## config.mk

```make
export PLATFORM = sky130hd
export DESIGN_NAME = gspd_top
export DESIGN_NICKNAME = d
export VERILOG_FILES = /design/src/gspd_pkg.sv /design/src/gspd_top.sv
export SDC_FILE = /design/constraint.sdc
export NUM_CORES = 1
export LEC_CHECK = 0
export ABC_AREA = 1
export BUFFER_PORTS_ARGS = -buffer_cell sky130_fd_sc_hd__buf_2
export CAP_MARGIN = 0
export CORE_UTILIZATION = 40
export DETAILED_ROUTE_END_ITERATION = 6
export PLACE_DENSITY = 0.68
export SYNTH_ARGS = -nofsm -noshare
export SYNTH_HDL_FRONTEND = slang
export SYNTH_SLANG_ARGS = --single-unit
```

## constraint.sdc

```tcl
create_clock -name pclk -period 3.4 [get_ports pclk]
set_clock_uncertainty 0.1 [all_clocks]
set_input_delay 0.34 -clock pclk [delete_from_list [all_inputs] [get_ports pclk]]
set_output_delay 0.34 -clock pclk [all_outputs]
set_load 0.02 [all_outputs]
```

## src/gspd_pkg.sv

```systemverilog
// Constants for the global sector protection decoder.
package gspd_pkg;
	localparam int NSECT = 16;
	localparam logic [7:0] OP_WREN = 8'h06;
	localparam logic [7:0] OP_WRDI = 8'h04;
	localparam logic [7:0] OP_WRSR = 8'h01;
	localparam logic [7:0] OP_RDSR = 8'h05;
	localparam logic [7:0] OP_PROT = 8'h36;
	localparam logic [7:0] OP_UNPROT = 8'h39;
	localparam logic [7:0] OP_RDPROT = 8'h3C;
	localparam logic [3:0] GLOBAL_ALL_ONE = 4'hF;
	localparam logic [3:0] GLOBAL_ALL_ZERO = 4'h0;
	localparam int SR_LOCK = 7;
	localparam int SR_WPP = 4;
	localparam int SR_SWP_HI = 3;
	localparam int SR_SWP_LO = 2;
	localparam int SR_WREN_LATCH = 1;
	localparam int SECT_ADDR_LO = 17;
	localparam logic [2:0] BYTES_WRSR = 3'h2;
	localparam logic [2:0] BYTES_ADDR = 3'h4;
	localparam logic [2:0] BYTES_OP = 3'h1;
	localparam logic [2:0] BYTES_MAX = 3'h4;
	localparam logic [15:0] PROT_RESET = 16'hFFFF;
	localparam logic LOCK_RESET = 1'b0;
	localparam logic [11:0] OFF_STATUS = 12'h000;
	localparam logic [11:0] OFF_CTRL = 12'h004;
	localparam int CTRL_DEV_RESET = 0;
	localparam int AST_LOCK = 16;
	localparam int AST_WREN_LATCH = 17;
	localparam int AST_WPP = 18;
	localparam logic [31:0] RDATA_NONE = 32'h0000_0000;
endpackage

```

## src/gspd_top.sv

```systemverilog
// SPI status write decoder with global protect and sector lock, APB view.
//
// Operation
// - A permitted write with the lock clear and bits 5..2 all one protects every sector.
// - A permitted write with the lock clear and bits 5..2 all zero unprotects every sector.
// - Other patterns of bits 5..2 keep protection; bits 6, 1, 0 are ignored.
// - With the pin low and the lock set, a status write only clears the write enable latch.
// - With the pin high and the lock set, only bit 7 may clear the lock.
// - With the lock clear, the lock is loaded from bit 7 whatever the pin.
// - With the lock clear, 00h unprotects and 7Fh protects all, lock clear.
// - Writing 0Fh with the pin high clears the lock, protection untouched.
// - Writing F0h sets the lock from zero and leaves protection untouched.
// - Only bit 7 of a status write is stored; bits 5..2 are only decoded.
// - SPI status reads show pin and aggregate protection in bits 4..2.
// - Sector protect and unprotect keep working after a global operation.
// - A status write runs only if the write enable latch was set before.
// - Power-up or device reset protects every sector.
// - Hardware locking is active only with the pin low and the lock set.
`timescale 1ns/1ns
module gspd_top (
	input wire logic pclk,
	input wire logic presetn,
	input wire logic psel,
	input wire logic penable,
	input wire logic pwrite,
	input wire logic [11:0] paddr,
	input wire logic [31:0] pwdata,
	output logic [31:0] prdata,
	output logic pready,
	output logic pslverr,
	input wire logic spi_sck,
	input wire logic spi_cs_n,
	input wire logic spi_si,
	input wire logic wp_n,
	output logic spi_so,
	output logic spi_so_oe
);

	logic [2:0] sck_s;
	logic [2:0] cs_s;
	logic [1:0] si_s;
	logic [1:0] wp_s;
	logic [7:0] shift_r;
	logic [2:0] bit_r;
	logic [2:0] byte_r;
	logic [7:0] opcode_r;
	logic [7:0] wdata_r;
	logic [3:0] sect_r;
	logic [23:0] addr_r;
	logic [15:0] prot_r;
	logic lock_r;
	logic wren_latch_r;
	logic so_r;
	logic so_oe_r;
	logic [31:0] prdata_r;
	logic [7:0] shift_nxt;
	logic sck_rise;
	logic sck_fall;
	logic cs_active;
	logic cs_end;
	logic wp_level;
	logic hw_locked;
	logic wrsr_go;
	logic wrsr_ok;
	logic sect_go;
	logic apb_wr;
	logic apb_rd;
	logic dev_rst;
	logic [7:0] status;
	logic [7:0] out_byte;
	logic out_phase;

	function automatic logic [1:0] swp_code(input logic [15:0] p);
		swp_code = (&p) ? 2'b11 : ((|p) ? 2'b01 : 2'b00);
	endfunction

	// Pin inputs pass two flops; the third sck and cs stage feeds edge detect.
	always_ff @(posedge pclk or negedge presetn) begin
		if (!presetn) begin
			sck_s <= 3'h0;
			cs_s <= 3'h7;
			si_s <= 2'h0;
			wp_s <= 2'h3;
		end else begin
			sck_s <= {sck_s[1:0], spi_sck};
			cs_s <= {cs_s[1:0], spi_cs_n};
			si_s <= {si_s[0], spi_si};
			wp_s <= {wp_s[0], wp_n};
		end
	end

	assign cs_active = !cs_s[1];
	assign cs_end = cs_s[1] && !cs_s[2];
	assign sck_rise = cs_active && sck_s[1] && !sck_s[2];
	assign sck_fall = cs_active && !sck_s[1] && sck_s[2];
	assign wp_level = wp_s[1];
	assign shift_nxt = {shift_r[6:0], si_s[1]};
	assign hw_locked = lock_r && !wp_level;

	// Bits are taken on rising sck; bytes counted up to the address end.
	always_ff @(posedge pclk or negedge presetn) begin
		if (!presetn) begin
			shift_r <= 8'h00;
			bit_r <= 3'h0;
			byte_r <= 3'h0;
		end else if (!cs_active) begin
			bit_r <= 3'h0;
			byte_r <= 3'h0;
		end else if (sck_rise) begin
			shift_r <= shift_nxt;
			bit_r <= bit_r + 3'h1;
			if (bit_r == 3'h7 && byte_r != gspd_pkg::BYTES_MAX) begin
				byte_r <= byte_r + 3'h1;
			end
		end
	end

	always_ff @(posedge pclk or negedge presetn) begin
		if (!presetn) begin
			opcode_r <= 8'h00;
			wdata_r <= 8'h00;
			addr_r <= 24'h00_0000;
		end else if (sck_rise && bit_r == 3'h7) begin
			case (byte_r)
				3'h0: opcode_r <= shift_nxt;
				3'h1: begin
					wdata_r <= shift_nxt;
					addr_r[23:16] <= shift_nxt;
				end
				3'h2: addr_r[15:8] <= shift_nxt;
				3'h3: addr_r[7:0] <= shift_nxt;
				default: addr_r <= addr_r;
			endcase
		end
	end

	assign sect_r = addr_r[gspd_pkg::SECT_ADDR_LO +: 4];

	assign wrsr_go = cs_end && opcode_r == gspd_pkg::OP_WRSR &&
		byte_r >= gspd_pkg::BYTES_WRSR;
	assign wrsr_ok = wrsr_go && wren_latch_r && !hw_locked;
	assign sect_go = cs_end && byte_r >= gspd_pkg::BYTES_ADDR &&
		(opcode_r == gspd_pkg::OP_PROT || opcode_r == gspd_pkg::OP_UNPROT);

	assign apb_wr = psel && penable && pwrite;
	assign apb_rd = psel && !penable && !pwrite;
	assign dev_rst = apb_wr && paddr == gspd_pkg::OFF_CTRL &&
		pwdata[gspd_pkg::CTRL_DEV_RESET];

	// Sector protection: global decode at chip select end, or one sector.
	always_ff @(posedge pclk or negedge presetn) begin
		if (!presetn) begin
			prot_r <= gspd_pkg::PROT_RESET;
		end else if (dev_rst) begin
			prot_r <= gspd_pkg::PROT_RESET;
		end else if (wrsr_ok && !lock_r) begin
			if (wdata_r[5:2] == gspd_pkg::GLOBAL_ALL_ONE) begin
				prot_r <= gspd_pkg::PROT_RESET;
			end else if (wdata_r[5:2] == gspd_pkg::GLOBAL_ALL_ZERO) begin
				prot_r <= 16'h0000;
			end
		end else if (sect_go && wren_latch_r && !lock_r) begin
			prot_r[sect_r] <= (opcode_r == gspd_pkg::OP_PROT);
		end
	end

	// Only bit 7 is stored; a set lock can only be cleared here.
	always_ff @(posedge pclk or negedge presetn) begin
		if (!presetn) begin
			lock_r <= gspd_pkg::LOCK_RESET;
		end else if (dev_rst) begin
			lock_r <= gspd_pkg::LOCK_RESET;
		end else if (wrsr_ok) begin
			lock_r <= wdata_r[gspd_pkg::SR_LOCK];
		end
	end

	always_ff @(posedge pclk or negedge presetn) begin
		if (!presetn) begin
			wren_latch_r <= 1'b0;
		end else if (dev_rst) begin
			wren_latch_r <= 1'b0;
		end else if (cs_end) begin
			case (opcode_r)
				gspd_pkg::OP_WREN: begin
					if (byte_r >= gspd_pkg::BYTES_OP) begin
						wren_latch_r <= 1'b1;
					end
				end
				gspd_pkg::OP_WRDI: begin
					if (byte_r >= gspd_pkg::BYTES_OP) begin
						wren_latch_r <= 1'b0;
					end
				end
				gspd_pkg::OP_WRSR,
				gspd_pkg::OP_PROT,
				gspd_pkg::OP_UNPROT: begin
					if (byte_r >= gspd_pkg::BYTES_OP) begin
						wren_latch_r <= 1'b0;
					end
				end
				default: wren_latch_r <= wren_latch_r;
			endcase
		end
	end

	// Bits 4..2 show pin and protection state, never written data.
	always_comb begin
		status = 8'h00;
		status[gspd_pkg::SR_LOCK] = lock_r;
		status[gspd_pkg::SR_WPP] = wp_level;
		status[gspd_pkg::SR_SWP_HI:gspd_pkg::SR_SWP_LO] = swp_code(prot_r);
		status[gspd_pkg::SR_WREN_LATCH] = wren_latch_r;
	end

	always_comb begin
		out_byte = 8'h00;
		out_phase = 1'b0;
		if (opcode_r == gspd_pkg::OP_RDSR && byte_r >= gspd_pkg::BYTES_OP) begin
			out_byte = status;
			out_phase = 1'b1;
		end else if (opcode_r == gspd_pkg::OP_RDPROT &&
			byte_r >= gspd_pkg::BYTES_ADDR) begin
			out_byte = prot_r[sect_r] ? 8'hFF : 8'h00;
			out_phase = 1'b1;
		end
	end

	// Serial output changes on falling sck, most significant bit first.
	always_ff @(posedge pclk or negedge presetn) begin
		if (!presetn) begin
			so_r <= 1'b0;
			so_oe_r <= 1'b0;
		end else if (!cs_active) begin
			so_r <= 1'b0;
			so_oe_r <= 1'b0;
		end else if (sck_fall && out_phase) begin
			so_r <= out_byte[3'h7 - bit_r];
			so_oe_r <= 1'b1;
		end
	end

	assign spi_so = so_r;
	assign spi_so_oe = so_oe_r;

	always_ff @(posedge pclk or negedge presetn) begin
		if (!presetn) begin
			prdata_r <= gspd_pkg::RDATA_NONE;
		end else if (apb_rd) begin
			prdata_r <= gspd_pkg::RDATA_NONE;
			if (paddr == gspd_pkg::OFF_STATUS) begin
				prdata_r[15:0] <= prot_r;
				prdata_r[gspd_pkg::AST_LOCK] <= lock_r;
				prdata_r[gspd_pkg::AST_WREN_LATCH] <= wren_latch_r;
				prdata_r[gspd_pkg::AST_WPP] <= wp_level;
			end
		end
	end

	assign prdata = prdata_r;
	assign pready = 1'b1;
	assign pslverr = psel && penable && paddr != gspd_pkg::OFF_STATUS &&
		paddr != gspd_pkg::OFF_CTRL;

	a_global_protect: assert property (@(posedge pclk)
		disable iff (!presetn) wrsr_ok && !lock_r && !dev_rst &&
		wdata_r[5:2] == 4'hF |=> prot_r == 16'hFFFF)
		else $error("global protect did not set all sectors");
	a_global_unprot: assert property (@(posedge pclk)
		disable iff (!presetn) wrsr_ok && !lock_r && !dev_rst &&
		wdata_r[5:2] == 4'h0 |=> prot_r == 16'h0000)
		else $error("global unprotect did not clear all sectors");
	a_partial_keep: assert property (@(posedge pclk)
		disable iff (!presetn) wrsr_go && !dev_rst &&
		wdata_r[5:2] != 4'hF && wdata_r[5:2] != 4'h0 |=> $stable(prot_r))
		else $error("partial pattern changed protection");
	a_hard_lock: assert property (@(posedge pclk)
		disable iff (!presetn) wrsr_go && !dev_rst && lock_r && !wp_level
		|=> $stable(prot_r) && $stable(lock_r))
		else $error("hard lock was bypassed");
	a_soft_lock: assert property (@(posedge pclk)
		disable iff (!presetn) wrsr_go && !dev_rst && lock_r && wp_level &&
		wren_latch_r |=> $stable(prot_r) && lock_r == $past(wdata_r[7]))
		else $error("soft lock handling wrong");
	a_lock_load: assert property (@(posedge pclk)
		disable iff (!presetn) wrsr_go && !dev_rst && !lock_r && wren_latch_r
		|=> lock_r == $past(wdata_r[7]))
		else $error("lock bit not loaded from bit 7");
	a_latch_needed: assert property (@(posedge pclk)
		disable iff (!presetn) wrsr_go && !dev_rst && !wren_latch_r
		|=> $stable(prot_r) && $stable(lock_r))
		else $error("status write ran without write enable");
	a_dev_reset: assert property (@(posedge pclk)
		disable iff (!presetn) dev_rst
		|=> prot_r == 16'hFFFF && !lock_r && !wren_latch_r)
		else $error("device reset did not protect all sectors");
	a_latch_clear: assert property (@(posedge pclk)
		disable iff (!presetn) wrsr_go && !dev_rst
		|=> !wren_latch_r)
		else $error("write enable latch not cleared after status write");
	a_clear_unprot: assert property (@(posedge pclk)
		disable iff (!presetn) wrsr_ok && !dev_rst && !lock_r &&
		wdata_r == 8'h00 |=> prot_r == 16'h0000 && !lock_r)
		else $error("write of 00h did not unprotect with lock clear");
	a_clear_prot: assert property (@(posedge pclk)
		disable iff (!presetn) wrsr_ok && !dev_rst && !lock_r &&
		wdata_r == 8'h7F |=> prot_r == 16'hFFFF && !lock_r)
		else $error("write of 7Fh did not protect with lock clear");
	a_soft_unlock: assert property (@(posedge pclk)
		disable iff (!presetn) wrsr_ok && !dev_rst && lock_r &&
		wdata_r == 8'h0F |=> !lock_r && $stable(prot_r))
		else $error("write of 0Fh did not only clear the lock");
	a_lock_set: assert property (@(posedge pclk)
		disable iff (!presetn) wrsr_ok && !dev_rst && !lock_r &&
		wdata_r == 8'hF0 |=> lock_r && $stable(prot_r))
		else $error("write of F0h did not only set the lock");
	a_bit7_stored: assert property (@(posedge pclk)
		disable iff (!presetn) wrsr_ok && !dev_rst
		|=> lock_r == $past(wdata_r[7]))
		else $error("stored lock differs from written bit 7");
	a_status_swp: assert property (@(posedge pclk)
		disable iff (!presetn) status[3:2] == ((prot_r == 16'hFFFF) ? 2'b11 :
		((prot_r == 16'h0000) ? 2'b00 : 2'b01)))
		else $error("status aggregate protection field wrong");
	a_status_pin: assert property (@(posedge pclk)
		disable iff (!presetn) status[4] == wp_level &&
		status[7] == lock_r && status[6] == 1'b0)
		else $error("status pin or lock field wrong");
	a_sector_write: assert property (@(posedge pclk)
		disable iff (!presetn) sect_go && !dev_rst && wren_latch_r && !lock_r
		|=> prot_r[$past(sect_r)] == ($past(opcode_r) == 8'h36))
		else $error("single sector command did not take effect");
	a_sector_locked: assert property (@(posedge pclk)
		disable iff (!presetn) sect_go && !dev_rst && hw_locked
		|=> $stable(prot_r))
		else $error("sector changed while hardware locked");
	a_update_at_end: assert property (@(posedge pclk)
		disable iff (!presetn) !cs_end && !dev_rst
		|=> $stable(prot_r) && $stable(lock_r))
		else $error("protection changed outside chip select end");
	a_sector_latch: assert property (@(posedge pclk)
		disable iff (!presetn) sect_go && !dev_rst && !wren_latch_r
		|=> $stable(prot_r))
		else $error("sector command ran without write enable");

endmodule // gspd_top

```

==> summary.txt, run 1 <==
Setup path
  • Max FO, Critical Path: 18
  • Buffers plus inverters on the worst setup path: 3
  • Delay-heaviest family, CP: simple AND/OR/NAND/NOR gates
  • CP Class: reg2reg
  • CP Data Arrival Time: between 2000 and 2500 ps
  • Slowest stage delay, CP: approximately 430 ps
  • Crit path required time: approximately 3600 ps
  • Critical Path, Cell by Cell: inv_1, ha_1, inv_1, nand2_1, nand2_1, nor2_4, nand3_4, nand3_4, nand3_1, nand2_1, inv_1, nor2_1
  • R2r worst-path depth: 12
  • WP depth: 12
  • Crit end category: flip-flop
  • Slowest stage cell, crit path: dfrtp_1
  • Startpoint types: flip-flop

Clocking
  • Root Driver: clkbuf_8
  • Post-CTS Setup Inserts: 0
  • Clk pin slew, worst setup/hold paths: around 80 ps
  • Number of H-tree levels: 3
  • CTS Hold Bufs: 4
  • Cts repair resizes: 0
  • Max Root-Sink Buffers: 2
  • CTS tree: yes
  • Num CTS Buffers: 9
  • CTS sink cnt: 76
  • Latest clock arrival within the worst-skew pair: about 350 ps

Place
  • Detailed placement HPWL: roughly 7 mm
  • Cells after DPL: between 700 and 800
  • # port buffers: 43
  • Placement Cell Area: ~4600 µm²
  • Placer Congestion: ~0.85

Detailed routing
  • Vias: between 3000 and 4000
  • Post-DR vias/cell: roughly 4.8
  • DRT antenna net count: 0
  • WL/cell: ~13 µm
  • DRC: 0
  • TritonRoute pass-1 iters: 5
  • Iteration-0 DRC Markers: 240
  • Post-Route WL: 9.70 mm

STA
  • Final setup fails: 0
  • Max Clock Freq: 474 MHz
  • RSZ-0062 raised after global routing: no
  • Period utilisation layout: between 60% and 70%
  • Max-slew violation count: 0
  • Final hold viol count: 0
  • Setup_tns: 0 ps
  • Min Tclk post-route: 2110 ps
  • Max-slew headroom: 37.1%
  • Worst slew pin tran: 943 ps

Logic synthesis
  • Sequential element share of the synthesized area: between 40 and 50%
  • Yosys top cell by area: dfrtp_1
  • Distinct cells, synth: 32
  • Synthesized instance count: a little under 600
  • Yosys warns: 0
  • Post-synth top area share: 31.3%
  • Mapped Area: roughly 4400 µm²
  • Syn_area_per_cell: about 7.5 µm²
  • Top post-synthesis cells by area: dfrtp_1 31%, nand2_1 13%, dfstp_2 13%
  • Synthesis-stage register bit count: between 70 and 80

Power and ir drop
  • PwrDens: roughly 380 nW/µm²
  • Peak VDD IR: approximately 0.19 mV
  • Total power: 1.83 mW
  • Leak Pwr: 2.68 nW

Global routing
  • Top Usage Layer GRT: met2
  • Met1 GRT Util: a little over a fifth
  • Largest net degree at the start of global routing: slightly below 80
  • GRT met3 Usage: under 10%
  • Vias in the first global route: around 3600
  • Gr usage total: 18.0%
  • First-pass GRT wire length: 16.3 mm
  • Antenna violations before repair: 0
  • Grt total ovfl: 0
  • GR Layer Usage met2: about a third

Final layout
  • Final Net Count: about 680
  • Post-layout util: ~46%
  • Share of post-route cells with drive strength above 1: around 18%
  • Diodes inserted: 0
  • Syn-to-layout area delta: 10.7%
  • Final Instance Area: slightly below 5000 µm²
  • Commonest non-fill, non-tap cell in the layout: nand2_1
  • Final Non-Filler Cells: approximately 770
  • Commonest cells after routing, fill and taps aside: 149 x nand2_1, 84 x nor2_1, 83 x inv_1
  • FILL cells: between 1000 and 1500

Floorplan
  • # IOs: 89
  • Initial Util: a little over two fifths
  • Core area: between 10000 and 15000 µm²
  • Die Area: around 11000 µm²
  • Std cell rows: 37
  • Die X: 107 µm
  • Die H: 107 µm

Hold path
  • Hold WC Path Type: in2async

Flow run
  • # Max-Cap Violations: 0

Outcome
  • Status: complete, no violations
routing by layer:
| layer | wire length, µm | share of wire (%) |
|---|---|---|
| met1 | 4230 | 44 |
| met2 | 4900 | 50 |
| met3 | 471 | 4.9 |
| met4 | 96 | 0.99 |
| met5 | 0 | 0 |
registers in the layout, indices dropped and copies added (netlist names):
name and cells:
addr_r 6, bit_r 3, byte_r 3, cs_s 3, lock_r 1, opcode_r 8, prdata 19, prot_r 16
sck_s 3, shift_r 7, si_s 2, spi_so 1, spi_so_oe 1, wp_s 2, wren_latch_r 1
Yosys cell counts:
cell type  count
nand3_1       43
dfstp_2       21
conb_1         2
o31ai_1       21
nand2_2        4
dfrtp_1       55
a31oi_1        1
nand4_1        3
nor2_1        84
inv_1         83
o21ai_1        1
a21boi_0       2
nand4_4        1
nand3b_1       3
o21ai_0       31
nor2_4         3
or2_1          1
buf_6          4
buf_4         15
a21oi_1        4
inv_2          5
nor3_1        10
ha_1           6
nand3_2       11
nand2_1      149
buf_2          5
buf_8          1
or3b_2         1
nor2_2         6
o21bai_1       1
nand3_4        2
clkbuf_1       7
through the flow:
stage / setup WS, ps / hold WS, ps
floorplan: 1700 / -55.6
global placement: 1210 / 236
detailed placement: 1110 / 237
CTS: 1280 / 69.9
global route: 1010 / 121
finish: 1290 / 36.3
cells by family after synthesis:
logic type                 synth area share [%]
DFF                                        43.9
AOI/OAI and AO/OA                          8.35
other                                     0.171
and+or+nand+nor                            33.2
adders and majority gates                  1.71
buffers and inverters                      12.6
power breakdown:
part / switching (mW) / internal (mW) / total [mW]
logic: 0.0815 / 0.0335 / 0.115
clock network: 0.333 / 0.434 / 0.767
registers: 0.0166 / 0.934 / 0.950
total: 0.431 / 1.40 / 1.83
final timing paths:
path | start | end | slack (ps)
worst min register to register | si_s[0]$_DFF_PN0_ | si_s[1]$_DFF_PN0_ | 250
max in group asynchronous | presetn | wren_latch_r$_DFFE_PN0P_ | 2570
min in group pclk | si_s[0]$_DFF_PN0_ | si_s[1]$_DFF_PN0_ | 250
worst max register to register | byte_r[0]$_DFFE_PN0P_ | prot_r[3]$_DFFE_PN1P_ | 1290
worst min-delay path | presetn | prdata[12]$_DFFE_PN0P_ | 40
worst max-delay path | byte_r[0]$_DFFE_PN0P_ | prot_r[3]$_DFFE_PN1P_ | 1290
area by class of cell:
| class | count | area [µm²] | area share, % |
|---|---|---|---|
| multi-input cells | 402 | 1950 | 40.2 |
| flip-flops and latches | 76 | 1930 | 39.7 |
| inverters | 88 | 330 | 6.80 |
| repair buffers | 47 | 258 | 5.31 |
| well taps | 136 | 170 | 3.50 |
| clock buffers | 12 | 145 | 2.99 |
| clock inverters | 4 | 73.8 | 1.52 |
Note: power is estimated with default switching activity, not from simulation.
==> run 2, diff against run 1 <==
Settings changed: ABC_AREA 1 to 0, PLACE_DENSITY 0.68 to 0.71.
Clock period 3.4 ns to 1.9 ns, I/O delays scaled along.
==> run 2 against run 1 <==
Net effect: the run now ends with setup timing left; non-clock buffer count increased by 64; combinational power rose by 81%; final cell count down 21%; sequential share of layout area fell by 2.8 points; global-route usage grew 3.7 points; sequential power up 85%; die area fell by 9.0%; clock power increased by 100%; critical path depth is 6 lower; wire length increased by 12%; core utilization grew 7.2 points.
==> summary.txt, run 2 <==
Global routing
  • GRT met3 Usage: ~4.2%
  • Vias in the first global route: ~3400
  • Antenna violations before repair: 0
  • GR Layer Usage met2: 35.9%
  • Grt total ovfl: 0
  • Met1 GRT Util: between 20% and 30%
  • Top Usage Layer GRT: met2
  • Largest net degree at the start of global routing: 43
  • First-pass GRT wire length: 17.2 mm
  • Gr usage total: between 20% and 30%

Clocking
  • CTS tree: yes
  • Num CTS Buffers: 9
  • CTS sink cnt: 76
  • Root Driver: clkbuf_8
  • Max Root-Sink Buffers: 2
  • Latest clock arrival within the worst-skew pair: about 350 ps
  • Clk pin slew, worst setup/hold paths: 80 ps
  • Number of H-tree levels: 3

Setup path
  • Crit end category: flip-flop
  • Critical Path, Cell by Cell: or4_4, nor4_4, buf_4, or4b_4, nand3_1, a31oi_1
  • Slowest stage delay, CP: 570 ps
  • Slowest stage cell, crit path: or4_4
  • Buffers plus inverters on the worst setup path: 1
  • CP Data Arrival Time: around 2400 ps
  • Startpoint types: flip-flop
  • Delay-heaviest family, CP: simple AND/OR/NAND/NOR gates
  • Max FO, Critical Path: 7
  • Crit path required time: 2070 ps
  • Worst R2R Setup Slack: -320 ps
  • Worst reg2reg path endpoint: prot_r[5]$_DFFE_PN1P_
  • CP Class: reg2reg
  • R2r worst-path depth: 6
  • R2R Path Start: opcode_r[6]$_DFFE_PN0P_

Final layout
  • Commonest non-fill, non-tap cell in the layout: buf_4
  • FILL cells: 845
  • Area of the multi-input gates: 2060 µm²
  • Post-layout util: 53.7%
  • Register Area: ~1900 µm²
  • Number of flip-flops in the largest register: 19
  • Syn-to-layout area delta: 30.9%
  • Final Net Count: between 500 and 600
  • Commonest cells after routing, fill and taps aside: 56 x buf_4, 55 x dfrtp_1, 43 x buf_2
  • Diodes inserted: 0
  • Share of post-route cells with drive strength above 1: between 40% and 50%
  • Final Non-Filler Cells: around 610

STA
  • Min Tclk post-route: 2220 ps
  • Final hold viol count: 0
  • Final worst slack: -321 ps
  • Final setup fails: 19
  • Worst slew pin tran: about 560 ps
  • Period utilisation layout: 117%
  • Max-slew violation count: 0
  • RSZ-0062 raised after global routing: yes
  • Max Clock Freq: 450 MHz
  • Max-slew headroom: 62.5%
  • Hold Slack: 235 ps
  • Setup_tns: -5070 ps

Power and ir drop
  • Peak VDD IR: ~0.29 mV
  • PwrDens: 672 nW/µm²
  • Cell internal pwr: approximately 2.7 mW
  • Leak Pwr: 2.39 nW
  • Reg power frac: roughly 50%
  • Clk pwr share: 43.8%
  • Sw frac: approximately 22%
  • Share of total power in combinational logic: under 10%
  • Sw Pwr: 0.767 mW
  • Total power: between 3 and 4 mW

Floorplan
  • # IOs: 89
  • Std cell rows: 36
  • Die X: about 100 µm
  • Die H: ~100 µm
  • Core area: a little under 10000 µm²
  • Die Area: between 10000 and 15000 µm²
  • Initial Util: roughly two fifths

Logic synthesis
  • Synthesis-stage register bit count: 76
  • Yosys top cell by area: dfrtp_1
  • Post-synth EDFFs: 0
  • Commonest cells in the netlist: 55 x dfrtp_1, 26 x nand3_1, 24 x nand2_1, 23 x a31oi_1, 23 x mux2_2
  • Distinct cells, synth: 55
  • Top FF cell, synth: dfrtp_1
  • Asr flop ratio synth: 100%
  • Mapped Area: 3990 µm²
  • Post-synth top area share: ~35%
  • Sequential element share of the synthesized area: around half
  • Count leader, synth: dfrtp_1
  • Synthesized instance count: 370
  • Yosys warns: 0
  • Top post-synthesis cells by area: dfrtp_1 35%, dfstp_2 14%, mux2_2 6.5%
  • Syn_area_per_cell: 10.8 µm²

Flow run
  • # Max-Cap Violations: 0

Place
  • Detailed placement HPWL: ~7.3 mm
  • Placer Congestion: approximately 0.9
  • Cells after DPL: a little under 600
  • # port buffers: 43

Detailed routing
  • DRT antenna net count: 0
  • DRC: 0
  • Post-DR vias/cell: 5.80
  • Vias: 3516
  • Iteration-0 DRC Markers: 270
  • WL/cell: about 18 µm
  • TritonRoute pass-1 iters: 5
  • Post-Route WL: around 11 mm

Outcome
  • Failing checks: setup timing
  • Status: finished, violations left

Hold path
  • Hold WC Path Type: in2async
run 2: cell types whose count changed after synthesis, sizes merged, moves of 23 or more:
cell and change:
nand3 -30, inv -84, nor2 -79, mux2 +23, o21ai -26, nand2 -129
run 2: area by class of cell:
class / instances / area share (%)
inverter: 4 / 0.288
clock inverter: 4 / 1.82
clock buffer: 12 / 2.97
multi-input combinational: 266 / 39.4
sequential: 76 / 36.9
timing repair buffer: 111 / 15.4
tap: 133 / 3.19
run 2: power groups by stage:
stage / sequential [mW] / combinational (mW) / clock (mW)
floorplan: 1.77 / 0.135 / 0
global placement: 1.79 / 0.194 / 0
detailed placement: 1.79 / 0.200 / 0
CTS: 1.77 / 0.209 / 1.56
global route: 1.77 / 0.232 / 1.63
finish: 1.76 / 0.208 / 1.54
run 2: kinds of logic after synthesis:
| family | count (synthesis) | synth area share, % |
|---|---|---|
| flip-flops | 76 | 48.4 |
| other | 2 | 0.188 |
| buffers and inverters | 41 | 5.55 |
| adder cells (fa/ha/maj) | 6 | 1.88 |
| multiplexers | 28 | 9.01 |
| XOR/XNOR | 1 | 0.220 |
| AND/OR/NAND/NOR | 149 | 22.4 |
| AO/OA/AOI/OAI | 67 | 12.4 |
run 2: worst max path at each step:
stage                                  from                endpoint  slack (ps)  cells past startpoint
floorplan           opcode_r[6]$_DFFE_PN0P_  prot_r[10]$_DFFE_PN1P_        -250                      6
global route        opcode_r[6]$_DFFE_PN0P_   prot_r[5]$_DFFE_PN1P_        -390                      6
detailed placement  opcode_r[6]$_DFFE_PN0P_  prot_r[11]$_DFFE_PN1P_        -290                      5
CTS                 opcode_r[6]$_DFFE_PN0P_   prot_r[3]$_DFFE_PN1P_        -270                      6
global placement    opcode_r[6]$_DFFE_PN0P_  prot_r[11]$_DFFE_PN1P_        -240                      5
finish              opcode_r[6]$_DFFE_PN0P_   prot_r[5]$_DFFE_PN1P_        -320                      6
run 2: per-layer routing:
layer / routed length (µm) / share of wire, %
met2: 5230 / 48
met3: 615 / 5.7
met4: 391 / 3.6
met5: 0 / 0
met1: 4590 / 42
run 2: stage by stage:
step                area [µm²]  worst slack [ps]
floorplan                 4040              -251
global placement          4700              -236
detailed placement        4700              -291
CTS                       5100              -271
global route              5220              -389
finish                    5220              -321
run 2: what timing repair did:
action,in CTS,in global routing
cloned,2,1
pin swaps,6,6
endpoints found under the hold margin,33,0
setup buffers,2,1
gates resized for setup,20,19
setup endpoints to repair,33,31
hold buffers,5,0
